===== src/verilog/pwr_defines.vh =====
`ifndef PWR_DEFINES_VH
`define PWR_DEFINES_VH
// ****************************************
// Register byte offsets
// ****************************************
`define PWR_OFF_CTRL 12'h000
`define PWR_OFF_DIV 12'h004
`define PWR_OFF_DUTY 12'h008
`define PWR_OFF_PATTERN 12'h00C
`define PWR_OFF_STATUS 12'h010
`define PWR_OFF_MASK 12'h014
`define PWR_OFF_STATE 12'h018
// ****************************************
// Control fields
// ****************************************
`define PWR_CTRL_EN 0
`define PWR_CTRL_SLOW 1
`define PWR_CTRL_ACT_HIGH 2
`define PWR_CTRL_RHY_EN 3
// ****************************************
// Reset values and widths
// ****************************************
`define PWR_DIV_W 12
`define PWR_PAT_W 20
`define PWR_RST_CTRL 4'h0
`define PWR_RST_DIV 12'hFFF
`define PWR_RST_DUTY 13'h0000
`define PWR_RST_PATTERN 20'hFFFFF
// ****************************************
// Timing
// ****************************************
`define PWR_CLK_HZ 50000000
`define PWR_FAST_HZ 13000000
`define PWR_SLOW_HZ 32768
`define PWR_STEP_MS 50
`define PWR_STEPS 20
// 50 ms at 50 MHz, sized to the step counter
`define PWR_STEP_CYC 22'h2625A0
`endif


===== src/verilog/pwr_top.v =====
// The APB interface to the registers and the register offsets were decided locally.
`timescale 1ns/100ps
`include "pwr_defines.vh"
// Operation
// [RULE1] Software selects a 13 MHz or a 32.768 kHz counting source for the pulse generator.
// [RULE2] The selected source is divided by a 12-bit setting, down to one in 4096, per cycle.
// [RULE3] Slow source gives 8 Hz to 16.384 kHz, fast source 3.17 kHz to 6.5 MHz.
// [RULE4] The on/off ratio per cycle is programmable from always off to always on.
// [RULE5] Software selects whether the active part of the output is low or high.
// [RULE6] A rhythm counter steps down every 50 ms, twenty steps making a 1 s period.
// [RULE7] A 20-bit pattern register gives one bit per rhythm step, used during that step.
// [RULE8] A zero pattern bit for the current step forces the output to the masked level.
// [RULE9] An interrupt can be raised once per rhythm period, on the 1 s boundary.
// [RULE10] The masked level is the inactive level and the rhythm counter wraps continuously.
// [RULE11] After reset both counters are stopped and the output rests inactive until enabled; PWM_OUT resets to 0, the active level, until the first clock.
module pwr_top (
  input wire MCLK,
  input wire ARST_N,
  input wire PSEL,
  input wire PENABLE,
  input wire PWRITE,
  input wire [11:0] PADDR,
  input wire [31:0] PWDATA,
  output reg [31:0] PRDATA,
  output reg PREADY,
  output reg PSLVERR,
  output reg PWM_OUT,
  output reg IRQ
);
  // ****************************************
  // Source ticks
  // ****************************************
  // Fractional accumulators: phase step = f_src, wrap at f_clk
  localparam [25:0] CLK_HZ = 26'h2FAF080;
  localparam [25:0] FAST_HZ = 26'h0C65D40;
  localparam [25:0] SLOW_HZ = 26'h0008000;
  localparam [21:0] STEP_CYC = `PWR_STEP_CYC;
  localparam [4:0] LAST_STEP = 5'd19;
  localparam [2:0] ST_IDLE = 3'b001;
  localparam [2:0] ST_RUN = 3'b010;
  localparam [2:0] ST_MASK = 3'b100;

  reg [3:0] ctrl_q;
  reg [11:0] div_q;
  reg [12:0] duty_q;
  reg [19:0] pattern_q;
  reg [1:0] status_q;
  reg [1:0] mask_q;
  reg [25:0] fast_acc_q;
  reg [25:0] slow_acc_q;
  reg fast_tick_q;
  reg slow_tick_q;
  reg [11:0] cnt_q;
  reg [21:0] step_cnt_q;
  reg [4:0] step_q;
  reg [2:0] state_q;
  reg [2:0] state_d;
  reg pwm_raw;
  reg period_evt;
  reg cycle_evt;

  wire en = ctrl_q[`PWR_CTRL_EN];
  wire act_high = ctrl_q[`PWR_CTRL_ACT_HIGH];
  wire rhy_en = ctrl_q[`PWR_CTRL_RHY_EN];
  wire [25:0] fast_sum = fast_acc_q + FAST_HZ;
  wire [25:0] slow_sum = slow_acc_q + SLOW_HZ;
  wire src_tick = ctrl_q[`PWR_CTRL_SLOW] ? slow_tick_q : fast_tick_q; // [RULE1]
  // Write lands at the edge where the master sees ready
  wire wr = PSEL & PENABLE & PWRITE & PREADY;
  wire rd_setup = PSEL & ~PENABLE;
  wire addr_ok = (PADDR <= `PWR_OFF_STATE) && (PADDR[1:0] == 2'b00);

  always @(posedge MCLK or negedge ARST_N) begin
    if (!ARST_N) begin
      fast_acc_q <= 26'h0000000;
      slow_acc_q <= 26'h0000000;
      fast_tick_q <= 1'b0;
      slow_tick_q <= 1'b0;
    end else begin
      fast_tick_q <= (fast_sum >= CLK_HZ);
      slow_tick_q <= (slow_sum >= CLK_HZ);
      fast_acc_q <= (fast_sum >= CLK_HZ) ? fast_sum - CLK_HZ : fast_sum;
      slow_acc_q <= (slow_sum >= CLK_HZ) ? slow_sum - CLK_HZ : slow_sum;
    end
  end

  // ****************************************
  // Pulse generator
  // ****************************************
  // Period is div_q + 1 source ticks (1 to 4096); on-time is duty_q ticks,
  // duty_q above div_q means always on, zero means always off.
  always @(posedge MCLK or negedge ARST_N) begin
    if (!ARST_N) begin
      cnt_q <= 12'h000;
    end else if (!en) begin
      cnt_q <= 12'h000; // [RULE11]
    end else if (src_tick) begin
      if (cnt_q >= div_q) begin
        cnt_q <= 12'h000; // [RULE2] [RULE3]
      end else begin
        cnt_q <= cnt_q + 12'h001;
      end
    end
  end

  always @* begin
    pwm_raw = ({1'b0, cnt_q} < duty_q); // [RULE4]
  end

  // ****************************************
  // Rhythm counter
  // ****************************************
  always @* begin
    period_evt = en & rhy_en & (step_cnt_q == STEP_CYC - 22'h000001) & (step_q == 5'd0);
    cycle_evt = en & src_tick & (cnt_q >= div_q);
  end

  always @(posedge MCLK or negedge ARST_N) begin
    if (!ARST_N) begin
      step_cnt_q <= 22'h000000;
      step_q <= LAST_STEP;
    end else if (!(en & rhy_en)) begin
      step_cnt_q <= 22'h000000; // [RULE11]
      step_q <= LAST_STEP;
    end else if (step_cnt_q == STEP_CYC - 22'h000001) begin
      step_cnt_q <= 22'h000000; // [RULE6]
      // Counts down; wraps from step 0 back to the top
      step_q <= (step_q == 5'd0) ? LAST_STEP : step_q - 5'd1; // [RULE10]
    end else begin
      step_cnt_q <= step_cnt_q + 22'h000001;
    end
  end

  // ****************************************
  // Output state machine
  // ****************************************
  always @* begin
    case (state_q)
      ST_IDLE: begin
        // Go straight to mask when the step's pattern bit is zero, so no stray pulse leaks on enable
        if (!en) begin
          state_d = ST_IDLE;
        end else if (rhy_en && !pattern_q[step_q]) begin
          state_d = ST_MASK; // [RULE8]
        end else begin
          state_d = ST_RUN;
        end
      end
      ST_RUN, ST_MASK: begin
        if (!en) begin
          state_d = ST_IDLE;
        end else if (rhy_en && !pattern_q[step_q]) begin
          state_d = ST_MASK; // [RULE7] [RULE8]
        end else begin
          state_d = ST_RUN;
        end
      end
      default: state_d = ST_IDLE;
    endcase
  end

  always @(posedge MCLK or negedge ARST_N) begin
    if (!ARST_N) begin
      state_q <= ST_IDLE;
      PWM_OUT <= 1'b0;
    end else begin
      state_q <= state_d;
      case (state_d)
        // Polarity flips both active level and masked level together
        ST_RUN: PWM_OUT <= pwm_raw ~^ act_high; // [RULE5]
        ST_MASK: PWM_OUT <= ~act_high; // [RULE8] [RULE10]
        default: PWM_OUT <= ~act_high; // [RULE11]
      endcase
    end
  end

  // ****************************************
  // APB slave and interrupt
  // ****************************************
  always @(posedge MCLK or negedge ARST_N) begin
    if (!ARST_N) begin
      ctrl_q <= `PWR_RST_CTRL;
      div_q <= `PWR_RST_DIV;
      duty_q <= `PWR_RST_DUTY;
      pattern_q <= `PWR_RST_PATTERN;
      status_q <= 2'b00;
      mask_q <= 2'b00;
      PRDATA <= 32'h00000000;
      PREADY <= 1'b0;
      PSLVERR <= 1'b0;
      IRQ <= 1'b0;
    end else begin
      // No wait state: ready in the cycle after setup
      PREADY <= rd_setup;
      PSLVERR <= rd_setup & ~addr_ok;
      if (wr && addr_ok) begin
        case (PADDR)
          `PWR_OFF_CTRL: ctrl_q <= PWDATA[3:0];
          `PWR_OFF_DIV: div_q <= PWDATA[11:0];
          `PWR_OFF_DUTY: duty_q <= PWDATA[12:0];
          `PWR_OFF_PATTERN: pattern_q <= PWDATA[19:0];
          `PWR_OFF_MASK: mask_q <= PWDATA[1:0];
          default: ;
        endcase
      end
      // Set wins over write-one-to-clear
      status_q[0] <= period_evt | (status_q[0] &
        ~(wr && PADDR == `PWR_OFF_STATUS && PWDATA[0])); // [RULE9]
      status_q[1] <= cycle_evt | (status_q[1] &
        ~(wr && PADDR == `PWR_OFF_STATUS && PWDATA[1]));
      IRQ <= |(status_q & mask_q);
      if (rd_setup && !PWRITE) begin
        case (PADDR)
          `PWR_OFF_CTRL: PRDATA <= {28'h0000000, ctrl_q};
          `PWR_OFF_DIV: PRDATA <= {20'h00000, div_q};
          `PWR_OFF_DUTY: PRDATA <= {19'h00000, duty_q};
          `PWR_OFF_PATTERN: PRDATA <= {12'h000, pattern_q};
          `PWR_OFF_STATUS: PRDATA <= {30'h00000000, status_q};
          `PWR_OFF_MASK: PRDATA <= {30'h00000000, mask_q};
          `PWR_OFF_STATE: PRDATA <= {12'h000, state_q, step_q, cnt_q};
          default: PRDATA <= 32'h00000000;
        endcase
      end
    end
  end
endmodule // pwr_top


===== config.mk =====
export PLATFORM = sky130hd
export DESIGN_NAME = pwr_top
export DESIGN_NICKNAME = d
export VERILOG_FILES = /design/src/verilog/pwr_top.v
export VERILOG_INCLUDE_DIRS = /design/src /design/src/verilog
export SDC_FILE = /design/constraint.sdc
export NUM_CORES = 1
export LEC_CHECK = 0
export BUFFER_PORTS_ARGS = -buffer_cell sky130_fd_sc_hd__buf_2
export CAP_MARGIN = 0
export CELL_PAD_IN_SITES_DETAIL_PLACEMENT = 0
export CELL_PAD_IN_SITES_GLOBAL_PLACEMENT = 2
export CORE_MARGIN = 2
export CORE_UTILIZATION = 35
export CTS_CLUSTER_DIAMETER = 200
export DETAILED_ROUTE_END_ITERATION = 12
export PLACE_DENSITY = 0.82
export SYNTH_ARGS = -nofsm -noshare
export SYNTH_HDL_FRONTEND = slang
export SYNTH_SLANG_ARGS = --single-unit

===== constraint.sdc =====
create_clock -name MCLK -period 2.8 [get_ports MCLK]
set_input_delay 0.28 -clock MCLK [delete_from_list [all_inputs] [get_ports MCLK]]
set_output_delay 0.28 -clock MCLK [all_outputs]
set_load 0.01 [all_outputs]

# After elaboration in Yosys (flattened, before gate mapping)
# Index checks and enable logic that the tools add are counted.
# totals
rom_bits,0
input_bits,49
wordCells,103
out_inout_bits,36
ramBits,0
register_bits,185
latchBits,0
memories,0
# op_classes
mux,18
magnitude_cmp,6
bitwise,21
add_sub_neg,7
multipliers,0
n_eq_ne,13
n_reduce_logical,19
div_mod_pow,0
n_shift,0
# ops
cell,n
case mux 20 bit (7 select lines),1
>= comparator 26 bit (second input constant),2
two-way mux 26 bit,2
subtractor 26 bit (second input constant),2
two-way mux 22 bit,2
== test 12 x 5 -> 1 bit (second input constant),3
two-way mux 12 bit,3
adder 26 x 16 -> 26 bit (second input constant),1
adder 26 x 24 -> 26 bit (second input constant),1
== test 12 x 4 -> 1 bit (second input constant),2
adder 22 x 1 -> 22 bit (second input constant),1
== test 22 bit (second input constant),1
two-way mux 5 bit,3
< comparator 12 x 13 -> 1 bit,1
adder 12 x 1 -> 12 bit (second input constant),1
AND 1 bit,12
== test 12 x 3 -> 1 bit (second input constant),1
>= comparator 12 bit,1
<= comparator 12 x 5 -> 1 bit (second input constant),1
logical NOT 12 bit,1
AND reduction 2 bit,5
two-way mux 3 bit,3
logical AND 1 bit,7
== test 3 x 2 -> 1 bit (second input constant),2
other kinds (16),25

# Depth between registers and ports, before layout
# logic_depth
word_depth,9
ltp_mapped,12

# Worst setup path after synthesis
# Ideal clock, no wire load.
# synth_timing
kind,reg2reg
start,register fast_acc_q[6]
end,register fast_acc_q[21]
t_required_ns,2.677
setup_slack_ns,0.020
t_arrival_ns,2.656
path_buffers,1
path_stages_with_launch,12
setup_time_ns,0.123
path_cell_list,dfrtp_1 ha_1 buf_6 o21ai_4 o2111ai_1 a2111oi_2 nand4_1 o22ai_2 o221ai_4 o31ai_2 nand2_1 xnor2_1
# synth_via
elab_chain_cells,3
word_cells_on_any_way,4
# synth_lines
element,line,text
"start, declared",pwr_top.v:49,reg [25:0] fast_acc_q;
"start signal, assigned",pwr_top.v:82,fast_acc_q <= (fast_sum >= CLK_HZ) ? fast_sum - CLK_HZ : fast_sum;
adder 26 x 24 -> 26 bit *,pwr_top.v:65,wire [25:0] fast_sum = fast_acc_q + FAST_HZ;
subtractor 26 bit / >= comparator 26 bit (equally long branches),pwr_top.v:82,
two-way mux 26 bit *,pwr_top.v:82,
# Every way passes the cells marked *; elsewhere a longest branch is shown, timed or not.
# A chain may end at the register's enable or synchronous reset.

# Worst setup path after layout
# Ends and elaborated chain as after synthesis.

==> reports/metrics.cfg <==
[die]
io_pins=85
core_area_mm2=0.0253
dieArea_mm2=0.0272
die-height_um=165
row_count=58
die_w_um=165
start_util_pct=35.8

[sta]
tightest_slew_ns=0.651
hold_viol=0
finalSetupTns_ns=0
fin_crit_sh_pct=95.5
setup_viol_count_final=0
slew_viol_final=0
worst_slack_ns=0.126
relSlewSlack_pct=56.5
period_minus_slack_ns=2.67
rsz0062_at_grt=true
max_freq_mhz=374
clock_skew_ns=0.00697

[place]
dpl.hpwl_mm=15.3
port_buffers=60
dpl_cell_area_mm2=0.00998
place_ws_ns=-0.0258
dp.cells=1323
gp_congestion=0.767

[route]
route.detailed.drc=0
drt_iter0_drc=413
drt.antenna.violating_nets=0
vias_per_cell=5.07
wl_per_cell_um=15.6
routed_wirelength_mm=21.3
first_pass_iters=5
vias=6914

[pwr]
p_leak_uw=0.00484
power_density_mw_per_mm2=454
vdd_drop_max_v=0.000427

[clock_network]
cts_root_buffer=clkbuf_16
cts_sinks=160
numCtsBuffers=17
cts_max_level=4
cts.clk_slew.worst_paths_ns=0.07
cts_tree=done
clk_latency_ns=0.43
cts_buffer_depth=2

[global_routing]
grt_overflow=0
track_usage_pct=16.6
grt_pass1_wl_mm=35.4
first_global_vias=6910
grt_antenna_before_repair=0
grt_max_degree=56

[final_layout]
stdcell_count=1363
antennaDiodeCount=0
areaGrowthSynthToFinish_pct=18.2
fill_cells=2481
drive_gt1_share_pct=25.9
final-seq-area_mm2=0.00405
multi_input_area_mm2=0.00470
design_area_mm2=0.0107
nNetsFinal=1102

[critical_path]
cp.depth=10
worst_ep_arrival_time_ns=2.99
path_delay_family=compound AO/OA/AOI/OAI gates
critPathBufInv=0
cp-end-kind=register
reg2reg_from=fast_acc_q[6]$_DFF_PN0_
reg2reg_depth=10
cpPeakStageDelay_ns=0.43
critPathKind=reg2reg
start_kind=register
cp_data_required_time_ns=3.11
slowest_stage=a2111oi_4
timing.rr.end=fast_acc_q[21]$_DFF_PN0_
crit_fanout=5
crit_chain=ha_1, o21ai_4, o2111ai_2, a2111oi_4, nand4_1, o22ai_2, o221ai_4, o31ai_2, nand2_1, xnor2_1
worst-r2r-setup-slack_ns=0.13

[synth]
yosysUniqueCellTypes=86
syn_area_mm2=0.00905
ys.flop_type=dfrtp_1
syn_avg_cell_area_um2=9.84
synth-seq-area-share_pct=44.7
yosys.area.top_type=dfrtp_1
ys_warn_count=0
synth_area_leaders=dfrtp_1 34%, dfstp_2 10%, ha_1 4.6%
synth-seq-cells=160
netlist_instances=920
synth-edff-count=0
yosys.area.top_type_share_pct=34.3
synth-async-reset-ratio_pct=100

[hold_path]
holdPathEnd=pattern_q[17]$_DFFE_PN1P_
worstHoldStart=PWDATA[17]
hold_depth=2
hp-class=in2reg

[job]
cap_violations=0

[status]
status=completed

==> state kept, by name, indices dropped and copies added, names as in the netlist <==
| name | count |
|---|---|
| step_cnt_q | 22 |
| PRDATA | 20 |
| fast_acc_q | 20 |
| pattern_q | 20 |
| slow_acc_q | 19 |
| duty_q | 13 |
| cnt_q | 12 |
| div_q | 12 |
| step_q | 5 |
| ctrl_q | 4 |
| state_q | 3 |
| mask_q | 2 |
| status_q | 2 |
| IRQ | 1 |
| PREADY | 1 |
| PSLVERR | 1 |
| PWM_OUT | 1 |
| fast_tick_q | 1 |
| slow_tick_q | 1 |
==> cells in the mapped netlist (all sizes together), types with 14 or more instances <==
| cell type | number |
|---|---|
| a21oi | 36 |
| a22oi | 25 |
| a31oi | 14 |
| buf | 24 |
| clkbuf | 22 |
| dfrtp | 124 |
| dfstp | 36 |
| ha | 33 |
| inv | 49 |
| mux2 | 32 |
| nand2 | 78 |
| nand3 | 34 |
| nor2 | 91 |
| nor3 | 19 |
| o21ai | 49 |
| xnor2 | 41 |
| xor2 | 36 |
==> worst max path at each step <==
stage | startpoint | endpoint | slack, ns
3_3_place_gp | fast_acc_q[6]$_DFF_PN0_ | fast_acc_q[21]$_DFF_PN0_ | 0.02
5_1_grt | fast_acc_q[7]$_DFF_PN0_ | fast_acc_q[21]$_DFF_PN0_ | -0.03
2_1_floorplan | fast_acc_q[6]$_DFF_PN0_ | fast_acc_q[21]$_DFF_PN0_ | 0.02
6_report | fast_acc_q[6]$_DFF_PN0_ | fast_acc_q[21]$_DFF_PN0_ | 0.13
3_5_place_dp | fast_acc_q[6]$_DFF_PN0_ | fast_acc_q[21]$_DFF_PN0_ | -0.03
4_1_cts | fast_acc_q[6]$_DFF_PN0_ | fast_acc_q[14]$_DFF_PN0_ | 0.02
==> through the flow <==
| stage | hold WS (ns) | power (uW) | utilization [%] |
|---|---|---|---|
| finish | 0.0826 | 4860 | 42.4 |
| global route | 0.0616 | 5070 | 42.4 |
| CTS | 0.0639 | 4930 | 41.9 |
| detailed placement | 0.299 | 2670 | 39.5 |
| global placement | 0.299 | 2660 | 39.5 |
| floorplan | -0.0156 | 2520 | - |
==> cell families (layout without fill, tap and decap cells) <==
kind of cell / count (synthesis) / in the layout / synth area share, %
other: 1 / 12 / 0.0414
buffers and inverters: 95 / 197 / 4.85
flip-flops: 160 / 160 / 44.7
XOR/XNOR: 77 / 77 / 7.54
AND/OR/NAND/NOR: 312 / 312 / 17.0
AO/OA/AOI/OAI: 201 / 201 / 15.9
multiplexers: 41 / 41 / 5.39
adder cells (fa/ha/maj): 33 / 33 / 4.56
==> cell type report <==
| class | instances | share of cell area [%] |
|---|---|---|
| Multi-Input combinational cell | 676 | 43.9 |
| Sequential cell | 160 | 37.9 |
| Timing Repair Buffer | 116 | 7.32 |
| Tap cell | 330 | 3.86 |
| Clock buffer | 20 | 4.36 |
| Inverter | 49 | 1.77 |
| Clock inverter | 12 | 0.912 |
==> worst register-to-register path: stages (launching register included) <==
cell and delay [ns]:
dfrtp_1 0.38, ha_1 0.24, o21ai_4 0.25, o2111ai_2 0.22, a2111oi_4 0.43, nand4_1 0.21, o22ai_2 0.18, o221ai_4 0.18
o31ai_2 0.26, nand2_1 0.09, xnor2_1 0.12
==> layer usage <==
| layer | up-vias | GRT usage [%] | wire length (um) |
|---|---|---|---|
| li1 | 3422 | - | - |
| met1 | 3361 | 22.2 | 10300 |
| met2 | 116 | 27.8 | 10100 |
| met3 | 15 | 3.14 | 738 |
| met4 | 0 | 3.83 | 184 |
| met5 | - | 0 | 0 |
==> layout by cell type, fill, tap and decap left out, types with 34 or more instances in the layout <==
master / count
dfrtp_1: 121
nand2_1: 78
nor2_1: 87
nand3_1: 34
xnor2_1: 40
dfstp_2: 36
buf_4: 50
inv_1: 47
xor2_1: 36
buf_2: 59
o21ai_0: 41
==> power breakdown <==
part           switching [uW]  internal (uW)
combinational             148           85.9
clock                    1020           1230
sequential               24.4           2360
total                    1190           3670
==> timing repair <==
item / in CTS / in global routing
pin swaps: 0 / 11
endpoints found under the setup margin: 5 / 25
endpoints found under the hold margin: 53 / 0
hold buffers: 1 / 0
resized for setup: 1 / 16
buffers inserted: 0 / 7
(Power assumes the default switching activity.)
